### src/core/fcp_defines.svh
// Register map, field positions and reset values of the four-channel PWM
`ifndef FCP_DEFINES_SVH
`define FCP_DEFINES_SVH

`define FCP_IDX_CFG 10'h040
`define FCP_IDX_POLCLK 10'h041
`define FCP_IDX_EN 10'h042
`define FCP_IDX_PRES 10'h043
`define FCP_IDX_SCALA 10'h044
`define FCP_IDX_SCNTA 10'h045
`define FCP_IDX_SCALB 10'h046
`define FCP_IDX_SCNTB 10'h047
`define FCP_IDX_CNT0 10'h048
`define FCP_IDX_PER0 10'h04c
`define FCP_IDX_DTY0 10'h050
`define FCP_IDX_CTL 10'h054
`define FCP_IDX_TST 10'h055
`define FCP_IDX_PDATA 10'h056
`define FCP_IDX_PDIR 10'h057

`define FCP_CFG_JOIN01 6
`define FCP_CFG_JOIN23 7
`define FCP_CFG_PSA_LSB 3
`define FCP_CFG_PSB_LSB 0
`define FCP_POL_CLK_LSB 4
`define FCP_CTL_CENTER 0
`define FCP_TST_DISCR 7
`define FCP_TST_DISCP 6
`define FCP_TST_NO_SCALE_RELOAD_TEST 5

`define FCP_PER_RST 8'hff
`define FCP_DTY_RST 8'hff
`define FCP_ZERO8 8'h00

`endif

### src/core/fcp_pkg.sv
// Types shared by the PWM files
package fcp_pkg;
	typedef logic [7:0] fcp_byte_t;
	typedef logic [15:0] fcp_word_t;
	typedef enum logic {FCP_UP = 1'b0, FCP_DOWN = 1'b1} fcp_dir_t;
	typedef struct packed {
		logic roll;
		fcp_dir_t dir;
		fcp_word_t cnt;
	} fcp_step_t;
endpackage : fcp_pkg

### src/core/fcp_pwm.sv
// Four-channel PWM top with APB registers and port pin multiplexing
//
// The APB register port was decided locally.
`timescale 1ns/1ps
`default_nettype none
`include "fcp_defines.svh"
module fcp_pwm (
	input wire logic clock,
	input wire logic rst_n,
	input wire logic special_mode,
	input wire logic psel,
	input wire logic penable,
	input wire logic pwrite,
	input wire logic [11:0] paddr,
	input wire logic [31:0] pwdata,
	output logic [31:0] prdata,
	output logic pready,
	output logic pslverr,
	input wire logic [3:0] pin_in,
	output logic [3:0] pin_out,
	output logic [3:0] pin_oe
);
	// Bus decode
	logic [9:0] idx;
	logic aligned;
	logic acc;
	logic wr;
	logic mapped;
	logic [7:0] rd;
	logic [7:0] wd;
	logic [31:0] next_prdata;
	logic next_pready;
	logic next_pslverr;

	// Configuration
	fcp_pkg::fcp_byte_t cfg, next_cfg;
	fcp_pkg::fcp_byte_t polclk, next_polclk;
	logic [3:0] en, next_en;
	logic [6:0] pres, next_pres;
	fcp_pkg::fcp_byte_t scal_a, next_scal_a;
	fcp_pkg::fcp_byte_t scal_b, next_scal_b;
	logic center, next_center;
	logic [2:0] tst, next_tst;
	logic [3:0] pdata, next_pdata;
	logic [3:0] pdir, next_pdir;

	// Channels
	fcp_pkg::fcp_byte_t per_buf [4];
	fcp_pkg::fcp_byte_t dty_buf [4];
	fcp_pkg::fcp_byte_t per_act [4];
	fcp_pkg::fcp_byte_t dty_act [4];
	fcp_pkg::fcp_byte_t cnt [4];
	fcp_pkg::fcp_byte_t next_per_buf [4];
	fcp_pkg::fcp_byte_t next_dty_buf [4];
	fcp_pkg::fcp_byte_t next_per_act [4];
	fcp_pkg::fcp_byte_t next_dty_act [4];
	fcp_pkg::fcp_byte_t next_cnt [4];
	fcp_pkg::fcp_dir_t dir [4];
	fcp_pkg::fcp_dir_t next_dir [4];
	logic [3:0] wave, next_wave;
	logic [3:0] armed, next_armed;

	// Pins
	logic [3:0] sync1, sync2, sync3, pin_lvl;
	logic [3:0] next_pin_lvl;
	logic [3:0] next_pin_out;
	logic [3:0] next_pin_oe;

	// Clocks
	logic run;
	logic tick_a;
	logic tick_b;
	logic tick_sa;
	logic tick_sb;
	logic [3:0] ct;
	logic [1:0] joined;
	logic [3:0] owner;
	logic [7:0] scnt_a;
	logic [7:0] scnt_b;
	logic ld_a;
	logic ld_b;
	logic discr;
	logic discp;
	logic no_scale_reload_test;

	function automatic logic div_tick(input logic [6:0] p, input logic [2:0] k);
		logic [7:0] m;
		m = (8'h01 << k) - 8'h01;
		return (p & m[6:0]) == m[6:0];
	endfunction : div_tick

	function automatic fcp_pkg::fcp_step_t step(input fcp_pkg::fcp_word_t c,
		input fcp_pkg::fcp_word_t per, input fcp_pkg::fcp_dir_t d,
		input logic ctr, input logic nop);
		fcp_pkg::fcp_step_t s;
		s.roll = 1'b0;
		s.dir = d;
		s.cnt = c + 16'h0001;
		if (ctr) begin
			if (d == fcp_pkg::FCP_UP) begin
				if (c == per) begin
					s.dir = fcp_pkg::FCP_DOWN;
					s.cnt = c - 16'h0001;
				end
			end else if (c == 16'h0000) begin
				s.dir = fcp_pkg::FCP_UP;
				s.roll = 1'b1;
			end else begin
				s.cnt = c - 16'h0001;
			end
		end else if (c == per && !nop) begin
			s.cnt = 16'h0000;
			s.roll = 1'b1;
		end
		return s;
	endfunction : step

	assign idx = paddr[11:2];
	assign aligned = paddr[1:0] == 2'b00;
	assign acc = psel & penable & pready;
	assign wr = acc & pwrite;
	assign wd = pwdata[7:0];
	assign discr = special_mode & tst[2];
	assign discp = special_mode & tst[1];
	assign no_scale_reload_test = special_mode & tst[0];
	assign joined = {cfg[`FCP_CFG_JOIN23], cfg[`FCP_CFG_JOIN01]};
	assign owner = {~joined[1], 1'b1, ~joined[0], 1'b1};
	assign run = |en;
	assign tick_a = run & div_tick(pres, cfg[`FCP_CFG_PSA_LSB +: 3]);
	assign tick_b = run & div_tick(pres, cfg[`FCP_CFG_PSB_LSB +: 3]);
	assign ld_a = wr & aligned & idx == `FCP_IDX_SCALA & ~no_scale_reload_test;
	assign ld_b = wr & aligned & idx == `FCP_IDX_SCALB & ~no_scale_reload_test;

	fcp_scaler u_scale_a (
		.clock(clock),
		.rst_n(rst_n),
		.tick_in(tick_a),
		.load(ld_a),
		.value(next_scal_a),
		.count(scnt_a),
		.tick_out(tick_sa)
	);

	fcp_scaler u_scale_b (
		.clock(clock),
		.rst_n(rst_n),
		.tick_in(tick_b),
		.load(ld_b),
		.value(next_scal_b),
		.count(scnt_b),
		.tick_out(tick_sb)
	);

	// Per-channel clock select, gated by enable on system clock edges
	genvar g;
	generate
		for (g = 0; g < 4; g++) begin : g_clk
			if (g < 2) begin : g_a
				assign ct[g] = polclk[`FCP_POL_CLK_LSB + g] ? tick_sa : tick_a;
			end else begin : g_b
				assign ct[g] = polclk[`FCP_POL_CLK_LSB + g] ? tick_sb : tick_b;
			end
		end
	endgenerate

	// Read decode
	always_comb begin
		rd = `FCP_ZERO8;
		mapped = aligned;
		if (idx == `FCP_IDX_CFG) begin
			rd = cfg;
		end else if (idx == `FCP_IDX_POLCLK) begin
			rd = polclk;
		end else if (idx == `FCP_IDX_EN) begin
			rd = {4'h0, en};
		end else if (idx == `FCP_IDX_PRES) begin
			rd = {1'b0, pres};
		end else if (idx == `FCP_IDX_SCALA) begin
			rd = scal_a;
		end else if (idx == `FCP_IDX_SCNTA) begin
			rd = scnt_a;
		end else if (idx == `FCP_IDX_SCALB) begin
			rd = scal_b;
		end else if (idx == `FCP_IDX_SCNTB) begin
			rd = scnt_b;
		end else if (idx >= `FCP_IDX_CNT0 && idx < `FCP_IDX_PER0) begin
			rd = cnt[idx[1:0]];
		end else if (idx >= `FCP_IDX_PER0 && idx < `FCP_IDX_DTY0) begin
			rd = per_buf[idx[1:0]];
		end else if (idx >= `FCP_IDX_DTY0 && idx < `FCP_IDX_CTL) begin
			rd = dty_buf[idx[1:0]];
		end else if (idx == `FCP_IDX_CTL) begin
			rd = {7'h00, center};
		end else if (idx == `FCP_IDX_TST) begin
			rd = {tst, 5'h00};
		end else if (idx == `FCP_IDX_PDATA) begin
			rd = {4'h0, (pdir & pdata) | (~pdir & pin_lvl)};
		end else if (idx == `FCP_IDX_PDIR) begin
			rd = {4'h0, pdir};
		end else begin
			mapped = 1'b0;
		end
	end

	// Bus answer: one wait state, then pready with data
	always_comb begin
		next_pready = psel & penable & ~pready;
		next_prdata = prdata;
		next_pslverr = 1'b0;
		if (psel & penable & ~pready) begin
			next_prdata = pwrite ? 32'h0000_0000 : {24'h00_0000, rd};
			next_pslverr = ~mapped;
		end
	end

	always_ff @(posedge clock or negedge rst_n) begin
		if (!rst_n) begin
			prdata <= 32'h0000_0000;
			pready <= 1'b0;
			pslverr <= 1'b0;
		end else begin
			prdata <= next_prdata;
			pready <= next_pready;
			pslverr <= next_pslverr;
		end
	end

	// Configuration registers and channel engines
	always_comb begin
		fcp_pkg::fcp_word_t c16;
		fcp_pkg::fcp_word_t p16;
		fcp_pkg::fcp_word_t d16;
		fcp_pkg::fcp_step_t s;
		logic [3:0] ue;
		logic [3:0] tk;
		logic [3:0] cw;
		logic [3:0] latch;
		logic wide;
		logic hit;
		logic pol;
		integer lo;
		c16 = 16'h0000;
		p16 = 16'h0000;
		d16 = 16'h0000;
		s = '0;
		wide = 1'b0;
		hit = 1'b0;
		pol = 1'b0;
		lo = 0;
		next_cfg = cfg;
		next_polclk = polclk;
		next_en = en;
		next_scal_a = scal_a;
		next_scal_b = scal_b;
		next_center = center;
		next_pdata = pdata;
		next_pdir = pdir;
		next_tst = special_mode ? tst : 3'h0;
		next_pres = run ? pres + 7'h01 : pres;
		next_wave = wave;
		cw = 4'h0;
		latch = 4'h0;
		ue = 4'h0;
		tk = 4'h0;
		if (wr && aligned) begin
			if (idx == `FCP_IDX_CFG) begin
				next_cfg = wd;
			end else if (idx == `FCP_IDX_POLCLK) begin
				next_polclk = wd;
			end else if (idx == `FCP_IDX_EN) begin
				next_en = wd[3:0];
			end else if (idx == `FCP_IDX_PRES && special_mode) begin
				next_pres = wd[6:0];
			end else if (idx == `FCP_IDX_SCALA) begin
				next_scal_a = wd;
			end else if (idx == `FCP_IDX_SCALB) begin
				next_scal_b = wd;
			end else if (idx == `FCP_IDX_CTL) begin
				next_center = wd[`FCP_CTL_CENTER];
			end else if (idx == `FCP_IDX_TST && special_mode) begin
				next_tst = wd[7:5];
			end else if (idx == `FCP_IDX_PDATA) begin
				next_pdata = wd[3:0];
			end else if (idx == `FCP_IDX_PDIR) begin
				next_pdir = wd[3:0];
			end
		end
		for (int i = 0; i < 4; i++) begin
			next_per_buf[i] = per_buf[i];
			next_dty_buf[i] = dty_buf[i];
			next_cnt[i] = cnt[i];
			next_dir[i] = dir[i];
			hit = wr & aligned;
			if (hit && idx == `FCP_IDX_PER0 + 10'(i)) begin
				next_per_buf[i] = wd;
			end
			if (hit && idx == `FCP_IDX_DTY0 + 10'(i)) begin
				next_dty_buf[i] = wd;
			end
			cw[i] = hit && idx == `FCP_IDX_CNT0 + 10'(i);
			// Low half of a joined pair follows the high half's enable
			ue[i] = owner[i] ? en[i] : en[i ^ 1];
			tk[i] = ue[i] & ct[joined[i / 2] ? (i | 1) : i];
		end
		// Step each unit: a joined pair runs as one 16-bit counter
		for (int u = 0; u < 4; u++) begin
			lo = u | 1;
			wide = (u % 2 == 0) && joined[u / 2];
			pol = polclk[u];
			if (owner[u]) begin
				c16 = wide ? {cnt[u], cnt[lo]} : {8'h00, cnt[u]};
				p16 = wide ? {per_act[u], per_act[lo]} : {8'h00, per_act[u]};
				d16 = wide ? {dty_act[u], dty_act[lo]} : {8'h00, dty_act[u]};
				if (wide ? ue[u] & ct[lo] : tk[u]) begin
					s = step(c16, p16, dir[u], center, discp);
					next_dir[u] = s.dir;
					if (wide) begin
						next_cnt[u] = s.cnt[15:8];
						next_cnt[lo] = s.cnt[7:0];
						latch[lo] = s.roll;
					end else begin
						next_cnt[u] = s.cnt[7:0];
					end
					latch[u] = s.roll;
					// Output set by count against duty; held at the polarity level when duty reaches period
					next_wave[u] = pol ^ ((d16 < p16) &&
						((center && s.dir == fcp_pkg::FCP_UP) ? s.cnt >= d16 : s.cnt > d16));
				end
			end
		end
		// Counter write clears the count (kept when discr is set) and forces the buffered values in
		for (int i = 0; i < 4; i++) begin
			if (cw[i]) begin
				next_cnt[i] = discr ? cnt[i] : `FCP_ZERO8;
				next_dir[i] = fcp_pkg::FCP_UP;
				latch[i] = 1'b1;
				if (joined[i / 2]) begin
					latch[i ^ 1] = 1'b1;
				end
				if (owner[i]) begin
					next_wave[i] = polclk[i];
				end
			end
		end
		for (int i = 0; i < 4; i++) begin
			next_per_act[i] = per_act[i];
			next_dty_act[i] = dty_act[i];
			if (latch[i] || !ue[i]) begin
				next_per_act[i] = next_per_buf[i];
				next_dty_act[i] = next_dty_buf[i];
			end
			// Pin shows the waveform from the first channel clock after enable
			next_armed[i] = owner[i] & en[i] & (armed[i] | tk[i]);
		end
	end

	always_ff @(posedge clock or negedge rst_n) begin
		if (!rst_n) begin
			cfg <= `FCP_ZERO8;
			polclk <= `FCP_ZERO8;
			en <= 4'h0;
			pres <= 7'h00;
			scal_a <= `FCP_ZERO8;
			scal_b <= `FCP_ZERO8;
			center <= 1'b0;
			tst <= 3'h0;
			pdata <= 4'h0;
			pdir <= 4'h0;
			wave <= 4'h0;
			armed <= 4'h0;
			for (int i = 0; i < 4; i++) begin
				per_buf[i] <= `FCP_PER_RST;
				dty_buf[i] <= `FCP_DTY_RST;
				per_act[i] <= `FCP_PER_RST;
				dty_act[i] <= `FCP_DTY_RST;
				cnt[i] <= `FCP_ZERO8;
				dir[i] <= fcp_pkg::FCP_UP;
			end
		end else begin
			cfg <= next_cfg;
			polclk <= next_polclk;
			en <= next_en;
			pres <= next_pres;
			scal_a <= next_scal_a;
			scal_b <= next_scal_b;
			center <= next_center;
			tst <= next_tst;
			pdata <= next_pdata;
			pdir <= next_pdir;
			wave <= next_wave;
			armed <= next_armed;
			for (int i = 0; i < 4; i++) begin
				per_buf[i] <= next_per_buf[i];
				dty_buf[i] <= next_dty_buf[i];
				per_act[i] <= next_per_act[i];
				dty_act[i] <= next_dty_act[i];
				cnt[i] <= next_cnt[i];
				dir[i] <= next_dir[i];
			end
		end
	end

	// Pin input filter and output multiplexing
	always_comb begin
		next_pin_lvl = ((sync2 ~^ sync3) & sync3) | ((sync2 ^ sync3) & pin_lvl);
		next_pin_out = (armed & wave) | (~armed & pdata);
		next_pin_oe = (owner & en) | pdir;
	end

	always_ff @(posedge clock or negedge rst_n) begin
		if (!rst_n) begin
			sync1 <= 4'h0;
			sync2 <= 4'h0;
			sync3 <= 4'h0;
			pin_lvl <= 4'h0;
			pin_out <= 4'h0;
			pin_oe <= 4'h0;
		end else begin
			sync1 <= pin_in;
			sync2 <= sync1;
			sync3 <= sync2;
			pin_lvl <= next_pin_lvl;
			pin_out <= next_pin_out;
			pin_oe <= next_pin_oe;
		end
	end
endmodule : fcp_pwm
`default_nettype wire

### src/core/fcp_scaler.sv
// Scale down-counter making the scaled clock tick
`timescale 1ns/1ps
`default_nettype none
module fcp_scaler (
	input wire logic clock,
	input wire logic rst_n,
	input wire logic tick_in,
	input wire logic load,
	input wire logic [7:0] value,
	output logic [7:0] count,
	output logic tick_out
);
	logic half;
	logic [7:0] next_count;
	logic next_half;

	always_comb begin
		next_count = count;
		next_half = half;
		if (load) begin
			next_count = value;
		end else if (tick_in) begin
			if (count == 8'h00) begin
				next_count = value;
				next_half = ~half;
			end else begin
				next_count = count - 8'h01;
			end
		end
	end

	always_ff @(posedge clock or negedge rst_n) begin
		if (!rst_n) begin
			count <= 8'h00;
			half <= 1'b0;
		end else begin
			count <= next_count;
			half <= next_half;
		end
	end

	// One tick per full scaled period: reload while high half ends
	assign tick_out = tick_in & ~load & (count == 8'h00) & half;
endmodule : fcp_scaler
`default_nettype wire

### config.mk
export PLATFORM = sky130hd
export DESIGN_NAME = fcp_pwm
export DESIGN_NICKNAME = d
export VERILOG_FILES = /design/src/core/fcp_pkg.sv /design/src/core/fcp_pwm.sv /design/src/core/fcp_scaler.sv
export VERILOG_INCLUDE_DIRS = /design/src /design/src/core
export SDC_FILE = /design/constraint.sdc
export NUM_CORES = 1
export LEC_CHECK = 0
export BUFFER_PORTS_ARGS = -buffer_cell sky130_fd_sc_hd__buf_4
export CORE_MARGIN = 2
export CORE_UTILIZATION = 60
export CTS_CLUSTER_DIAMETER = 40
export DETAILED_ROUTE_END_ITERATION = 7
export PLACE_DENSITY = 0.78
export SYNTH_ARGS = -nofsm -noshare
export SYNTH_HDL_FRONTEND = slang
export SYNTH_SLANG_ARGS = --single-unit
### constraint.sdc
create_clock -name clock -period 5.4 [get_ports clock]
set_input_delay 0.27 -clock clock [delete_from_list [all_inputs] [get_ports clock]]
set_output_delay 0.27 -clock clock [all_outputs]
set_load 0.05 [all_outputs]
After elaboration in Yosys (flattened, before gate mapping)
Cells that the tools add are included.
Word-level totals
  word-level logic and storage cells: 491
  bits in latches: 0
  memories: 0
  memory bits (read-only): 0
  register bits: 303
  RAM bits: 0
Operators by class
  divide/modulo/power cells: 0
  magnitude comparators: 21
  multiply operators: 0
  reduce and logical (&&, ||, !) cells: 65
  bitwise gates (word level): 80
  shift operators: 2
  $add $sub $neg: 13
  muxes and demuxes: 223
  equal/unequal tests: 36
Operators with widths (count)
  $mux W8: 60
  $mux W16: 24
  $eq A10 B7 Y1 const B: 24
  $mux W17: 8
  $mux W1: 90
  $bmux W8 S2: 3
  $mux W7: 6
  $add A16 B1 Y16 const B: 2
  $and A1 B1 Y1: 32
  $eq A16 B16 Y1: 2
  $ge A16 B16 Y1: 2
  $ge A16 B8 Y1: 2
  $gt A16 B16 Y1: 2
  $gt A16 B8 Y1: 2
  $logic_not A16 Y1: 2
  $logic_not A8 Y1: 4
  $lt A16 B16 Y1: 2
  $mux W2: 16
  $sub A16 B1 Y16 const B: 2
  $ge A10 B7 Y1 const B: 3
  $logic_and A1 B1 Y1: 30
  $lt A10 B7 Y1 const B: 3
  $mux W3: 10
  $and A4 B4 Y4: 7
  other kinds (37): 102

Logic depth before layout (Yosys ltp)
Gate-level depths: netlist of the first run.
  depth after elaboration: 29
  depth in mapped cells: 26
  gate-level depth less buffers: 19

Cells and area by module
From an unflattened synthesis of the first run, not the netlist that was laid out.
Second synthesis, totals
  cell total of the unflattened synthesis: 2087
  area total of the unflattened synthesis: 20156.8 um^2
Modules (own cells, without submodules)
  fcp_pwm: times used 1, area an instance 18925.7 um^2, cells each 1955
  fcp_scaler: times used 2, area an instance 615.6 um^2, cells each 66

Worst setup path before layout of the first run
No wires, ideal clock.
  path kind: register to register
  start: reg cfg[6]
  end: reg wave[0]
  period minus slack after synthesis: 4.982 ns
  cell stages (with the launch flop): 26
  arrival time: 4.916 ns
  path slack: 0.418 ns
  buffers on the path: 8
  library setup time: 0.066 ns
  cell sequence: dfrtp_1 -> buf_4 -> buf_4 -> buf_6 -> buf_2 -> buf_2 -> buf_2 -> clkbuf_1 -> a21oi_1 -> ha_1 -> or4b_1 -> o41a_1 -> and3_1 -> buf_2 -> a21oi_1 -> a211oi_1 -> a311oi_1 -> inv_1 -> ha_1 -> nand4_1 -> or2_2 -> nand3_1 -> o21ai_0 -> a2111oi_0 -> mux2i_1 -> nand2_1
On the way
  word-level cells in the longest chain between the ends: 16
  elaborated cells between the ends (all ways): 37
RTL lines
  start: declaration: RTL line fcp_pwm.sv:36  | fcp_pkg::fcp_byte_t cfg, next_cfg;
  start signal: assignment: RTL line fcp_pwm.sv:359  | cfg <= `FCP_ZERO8;
  start signal: assignment: RTL line fcp_pwm.sv:380  | cfg <= next_cfg;
  branches (longest 16 deep; another with $add A16 B1 Y16)
  end signal: assignment: RTL line fcp_pwm.sv:390  | wave <= next_wave;
  end: declaration: RTL line fcp_pwm.sv:60  | logic [3:0] wave, next_wave;
Parallel ways; which one is timed is not known. The select of a mux whose other input is x is not followed.
A chain may end at the register's enable or synchronous reset.

Worst setup path in the final report of the first run
Same ends and word-level chain as after synthesis.

==> results of run 1 <==
==> per-stage QoR <==
| stage | cell area, um^2 | instances |
|---|---|---|
| after floorplan | 20380 | 2122 |
| after global placement | 20910 | 2522 |
| after detailed placement | 20910 | 2522 |
| after CTS | 22400 | 2603 |
| after global routing | 22400 | 2603 |
| final | 22400 | 2603 |
==> synthesized netlist by cell type (all sizes together), types with 10 or more instances <==
master	number	area share [%]
nand2	215	4.0
mux2	187	11
dfrtp	151	19
nor2	139	2.6
dfstp	128	17
ha	113	7.0
inv	103	1.9
a21oi	94	2.3
o21ai	94	2.3
buf	82	2.5
mux2i	75	3.7
xnor2	56	2.4
clkbuf	55	1.0
nand3	55	1.5
nor3	50	1.3
a21o	31	1.1
xor2	27	1.2
nand4	26	0.80
mux4	24	2.7
and2	22	0.69
nand2b	22	0.68
nor4	22	0.95
and3	21	0.65
o22ai	20	0.62
nor2b	16	0.49
a22oi	15	0.55
a211oi	14	0.54
o211ai	14	0.52
a31oi	13	0.40
o21a	13	0.48
a32oi	12	0.52
nor3b	12	0.47
a221o	11	0.54
nand3b	10	0.37
or3	10	0.31
==> sequential cells by signal, indices dropped and copies added (netlist names), 7 cells and up <==
name             cells
cnt                 32
polclk               8
scal_a               8
u_scale_b.count      8
dty_act             32
pres                 7
cfg                  8
u_scale_a.count      8
dty_buf             32
per_buf             32
scal_b               8
prdata               8
per_act             32
==> layout make-up <==
type | count | area share, %
clock inverter | 25 | 1.285
tap | 448 | 2.503
sequential | 279 | 31.90
multi-input combinational | 1601 | 54.13
inverter | 105 | 1.760
clock buffer | 51 | 5.123
timing repair buffer | 94 | 3.296
==> repair_timing <==
item,4_1_cts,5_1_grt
setup buffers,0,0
hold buffers,5,0
endpoints found under the hold margin,75,0
==> placed cells by master, fill, tap and decap left out, types with 75 or more instances in the layout <==
cell type and n:
nor2_1 135, buf_4 87, nand2_1 211, inv_1 103
dfstp_2 128, a21oi_1 93, ha_1 113, mux2i_1 75
o21ai_0 90, dfrtp_1 149, mux2_2 167
==> per-layer routing <==
metal	global-route usage [%]	vias up	share of wire, %
met3	9.208	188	11
met4	17.26	0	4.8
met2	55.93	1036	43
met5	0	-	0
li1	-	7698	-
met1	51.71	8674	41
==> logic make-up after synthesis <==
| logic type | after synthesis |
|---|---|
| AND/OR/NAND/NOR | 653 |
| AO/OA/AOI/OAI | 442 |
| multiplexers | 286 |
| flip-flops | 279 |
| buffers and inverters | 242 |
| adder cells (fa/ha/maj) | 113 |
| XOR/XNOR | 83 |
| other | 1 |
==> final timing paths <==
check                         start       end  cells past startpoint
setup / recovery             cfg[6]   wave[0]                     16
hold / removal             paddr[0]   pslverr                      3
setup reg to reg             cfg[6]   wave[0]                     16
hold reg to reg            sync1[1]  sync2[1]                      0
max in group asynchronous     rst_n    cfg[7]                      3
min in group asynchronous     rst_n   pres[6]                      2
==> where the power goes <==
| part | switching, mW | leakage [nW] | internal [mW] | total, mW |
|---|---|---|---|---|
| clock | 1.11 | 0.692 | 1.66 | 2.77 |
| combinational | 0.191 | 6.02 | 0.0636 | 0.255 |
| sequential | 0.00792 | 3.28 | 2.11 | 2.12 |
| total | 1.31 | 9.99 | 3.83 | 5.14 |
==> worst register-to-register path, stage by stage (launching register included) <==
cell	delay [ps]
dfrtp_2	730
mux2i_1	410
ha_1	200
or4b_1	470
o41a_1	420
nand3_2	300
nand2_1	330
a21oi_1	490
ha_1	330
nor2b_1	140
o21a_1	170
o21ai_0	150
a21oi_1	100
o21ai_0	240
a2111oi_0	140
mux2i_1	150
nand2_1	60
==> results.yml, run 1 <==
run_status:
  status: "completed"
worst_setup_path:
  cp.buffers_inverters: 0
  max_stage_delay_ps: 730
  start_kind: "flip-flop"
  slowest_stage: "dfrtp_2"
  endpoint_kind: "flip-flop"
  crit_path_cell_trace: "mux2i_1, ha_1, or4b_1, o41a_1, nand3_2, nand2_1, a21oi_1, ha_1, nor2b_1, o21a_1, o21ai_0, a21oi_1, o21ai_0, a2111oi_0, mux2i_1, nand2_1"
  critPathMaxFanout: 29
  worstSetupPathType: "flip-flop to flip-flop"
  required_ps: 5830
  cpLargestDelayFamily: "compound AO/OA/AOI/OAI gates"
  r2r_setup_slack_ps: 450
  arrival_ps: 5380
power_and_ir_drop:
  leakagePower_nw: 9.994
  p_total_mw: 5.142
  p_per_area_nw_per_um2: 229.6
  irDropWorstVdd_v: 0.0002932
synth:
  syn_inst: 2099
  syn-cell-area_um2: 20290
  syn-mean-instance-area_um2: 9.669
  seq_area_frac_synth_pct: 35.19
  synth_fa_ha_area_share_pct: 6.967
  synthArstFlopShare_pct: 100.0
  synth-edff-count: 0
  synth-seq-cells: 279
  synth_top_family_by_area: "multiplexers"
  synth.distinct_cells: 106
  synth_compound_area_share_pct: 15.36
  synthMuxAreaShare_pct: 17.11
  yosysWarnings: 0
  synth_xor_xnor_area_share_pct: 3.582
  synth_ff_type: "dfrtp_1"
  synth_simple_gate_area_share_pct: 16.28
timing:
  timing.final.crit_share_pct: 91.60
  slew_viol_final: 0
  fmax_ghz: 0.2022
  hold_violations: 0
  final.setup.worst_slack_ps: 453.5
  fin_crit_ps: 4947
  skew_ps: 13.71
  setup_viol: 0
  setup-tns-final_ps: 0
  hold_ws_ps: 35.87
  tightest_slew_ps: 1042
  max_slew_margin_pct: 30.52
  grt_setup_unrepaired: "no"
layout:
  multi_input_area_um2: 12120
  postLayoutCoreUtil_pct: 66.95
  layout.nets: 2289
  regArea_um2: 7144
  diodes: 0
  synthToLayoutAreaGrowth_pct: 10.35
  drive_above_1_share_pct: 25.66
  nFillCells: 2541
grt:
  grt_pass1_wl_mm: 101.8
  grt_pass1_vias: 17010
  gr-total-overflow: 0
  grt_max_degree: 124
  antenna_found_initial: 0
  track_usage_pct: 37.53
floorplan:
  start_util_pct: 60.67
  pin_count: 96
  fp-row-count: 67
  die_h_um: 187.9
  coreArea_um2: 33450
  dieArea_um2: 35310
  die-width_um: 187.9
route:
  wl_per_cell_um: 25.49
  antenna_left: 0
  drcViolationCount: 0
  dr.pass1.iters: 5
  drt_iter0_markers: 2063
  dr_total_vias: 17600
  drt-total-wl_mm: 66.35
  viasPerCell: 6.760
clocking:
  clk_pin_slew_ps: 60
  clock_latency_ps: 560
  clock_path_buffers: 3
  cts_tree: "yes"
  htreeDepth: 2
  cts_made_buffers: 41
  cts-root-buf: "clkbuf_16"
  cts_sinks: 279
  post_cts_resized: 0
placement:
  post-place-ws_ps: 582.3
  port_buffers: 47
  gp_congestion: 1.005
  dp_hpwl_mm: 48.29
worst_hold_path:
  hold_path_class: "input pin to flip-flop"
flow_run:
  maxCapViolations: 0
Power figures use the tool's default switching activity.
==> run 2: changes to the inputs <==
--- a/config.mk
+++ b/config.mk
@@ -8,7 +8,7 @@
 export LEC_CHECK = 0
 export BUFFER_PORTS_ARGS = -buffer_cell sky130_fd_sc_hd__buf_4
 export CORE_MARGIN = 2
-export CORE_UTILIZATION = 60
+export CORE_UTILIZATION = 57
 export CTS_CLUSTER_DIAMETER = 40
 export DETAILED_ROUTE_END_ITERATION = 7
 export PLACE_DENSITY = 0.78
==> constraint.sdc (replaced) <==
create_clock -name clock -period 4 [get_ports clock]
set_input_delay 0.2 -clock clock [delete_from_list [all_inputs] [get_ports clock]]
set_output_delay 0.2 -clock clock [all_outputs]
set_load 0.05 [all_outputs]
==> run 2 against run 1 <==
The run now ends with negative setup slack left. Clock power rose by 39%. Sequential share of layout area fell by 2.6 points. Fmax rose by 21%. Sequential power rose by 35%. Worst setup slack got worse by 530 ps. Critical endpoint is now wave[2]. Largest cell class unchanged. Largest power group unchanged.
==> results.yml, run 2 (synthesis gave the netlist of run 1 again) <==
timing:
  fmax_ghz: 0.2455
  setup-tns-final_ps: -95.43
  max_slew_margin_pct: 33.98
  tightest_slew_ps: 990.3
  setup_viol: 2
  grt_setup_unrepaired: "yes"
  fin_crit_ps: 4073
  skew_ps: 25.41
  hold_violations: 0
  slew_viol_final: 0
  timing.final.crit_share_pct: 101.8
  final.setup.worst_slack_ps: -73.39
floorplan:
  start_util_pct: 57.47
  die-width_um: 192.7
  dieArea_um2: 37130
  fp-row-count: 69
  pin_count: 96
  die_h_um: 192.7
  coreArea_um2: 35310
layout:
  final_common_cell: "buf_4"
  synthToLayoutAreaGrowth_pct: 20.01
  postLayoutCoreUtil_pct: 68.97
  diodes: 0
  nFillCells: 2638
  multi_input_area_um2: 12510
  drive_above_1_share_pct: 34.27
  layout.nets: 2482
  final_cells: 2810
  mostFrequentLayoutCells: "269 x buf_4, 209 x nand2_1, 167 x mux2_2"
  regArea_um2: 7146
route:
  antenna_left: 0
  drt-total-wl_mm: 72.17
  wl_per_cell_um: 25.68
  wl_met3_mm: 8.119
  viasPerCell: 6.585
  m1WireLength_mm: 28.26
  dr.pass1.iters: 6
  met2_length_mm: 32.12
  drt_iter0_markers: 1815
  dr_total_vias: 18500
  drcViolationCount: 0
  highest_layer: "met4"
worst_setup_path:
  required_ps: 4440
  critical_path_depth: 17
  ff2ff_path_depth: 17
  cpLargestDelayFamily: "simple AND/OR/NAND/NOR gates"
  crit_path_cell_trace: "buf_4, buf_4, nor3_2, buf_4, o2111ai_2, or4b_1, o211ai_1, o21ai_1, a32o_1, ha_1, nand4_1, nor2_2, nand2_1, a311o_1, a21oi_2, a311oi_1, or3b_1"
  cp_common_cell: "buf_4"
  crit_start: "cfg[7]"
  start_kind: "flip-flop"
  critPathMaxFanout: 7
  endpoint_kind: "flip-flop"
  r2r_setup_slack_ps: -70
  worstSetupPathType: "flip-flop to flip-flop"
  r2r-start: "cfg[7]"
  cp.buffers_inverters: 3
  slowest_stage: "or4b_1"
  max_stage_delay_ps: 590
  arrival_ps: 4510
grt:
  antenna_found_initial: 0
  grt_max_degree: 118
  grt_pass1_vias: 18260
  gr-total-overflow: 0
  track_usage_pct: 39.20
  grt_pass1_wl_mm: 108.6
clocking:
  clock_path_buffers: 3
  cts_tree: "yes"
  cts_sinks: 279
  clock_latency_ps: 580
  cts_made_buffers: 42
  cts-root-buf: "clkbuf_16"
  htreeDepth: 2
  clk_pin_slew_ps: 60
worst_hold_path:
  min_path_cells: 3
  hold_path_class: "input pin to flip-flop"
  hp-start: "pwdata[7]"
power_and_ir_drop:
  irDropWorstVdd_v: 0.0003400
  leakagePower_nw: 11.13
  p_per_area_nw_per_um2: 291.1
placement:
  dp.cells: 2706
  gp_congestion: 1.020
  dp_hpwl_mm: 53.97
  port_buffers: 47
run_status:
  status: "complete, but fails checks"
  violations: "negative setup slack"
flow_run:
  maxCapViolations: 0
[run 2: changes by cell type in the layout (fill, tap and decap cells not counted), sizes merged]
cell | before | now
buf | 89 | 277
inv | 115 | 116
dlygate4sd3 | 5 | 9
clkinvlp | 4 | 3
clkinv | 9 | 10
bufinv | 2 | 3
[run 2: tightest hold or removal path: stages]
cell and delay, ps:
buf_4 190, nand3_1 90, a21boi_0 80
[run 2: per-layer routing]
layer | vias up | global-route usage [%]
met3 | 261 | 11.42
met1 | 9063 | 50.33
met2 | 1097 | 61.10
met5 | - | 0
met4 | 0 | 17.91
li1 | 8083 | -
[run 2: metrics by stage]
stage,hold WS (ps),area [um^2],setup WS [ps],power (mW)
after global placement,311.7,22310,-215.3,3.248
after CTS,3.236,24140,-71.86,7.091
after detailed placement,312.3,22310,-345.9,3.254
after global routing,54.53,24350,-299.9,7.266
final,32.50,24350,-73.39,7.090
after floorplan,-95.59,20520,-519.8,3.101
[run 2: final cells by class]
| cell class | instances | share of cell area [%] |
|---|---|---|
| clock inverter | 27 | 1.356 |
| timing repair buffer | 286 | 9.191 |
| sequential | 279 | 29.34 |
| multi-input combinational | 1601 | 51.38 |
| clock buffer | 51 | 4.747 |
| tap | 461 | 2.368 |
| inverter | 105 | 1.618 |
[run 2: report_power, final]
group,switching [mW],internal [mW]
Combinational,0.270,0.101
Clock,1.54,2.33
Sequential,0.0114,2.85
[run 2: worst paths after layout]
| check | end |
|---|---|
| min in group asynchronous | sync2[3] |
| worst max-delay path | wave[2] |
| worst max register to register | wave[2] |
| max in group asynchronous | per_act[2] |
| worst min-delay path | tst[2] |
| worst min register to register | sync2[1] |
[run 2: repair_timing]
| item | in CTS | in global routing |
|---|---|---|
| buffers inserted | 8 | 9 |
| hold endpoints to repair | 69 | 0 |
| cloned | 0 | 0 |
| gates resized for setup | 41 | 27 |
| endpoints found under the setup margin | 4 | 4 |
| pin swaps | 17 | 14 |
| hold buffers | 9 | 0 |
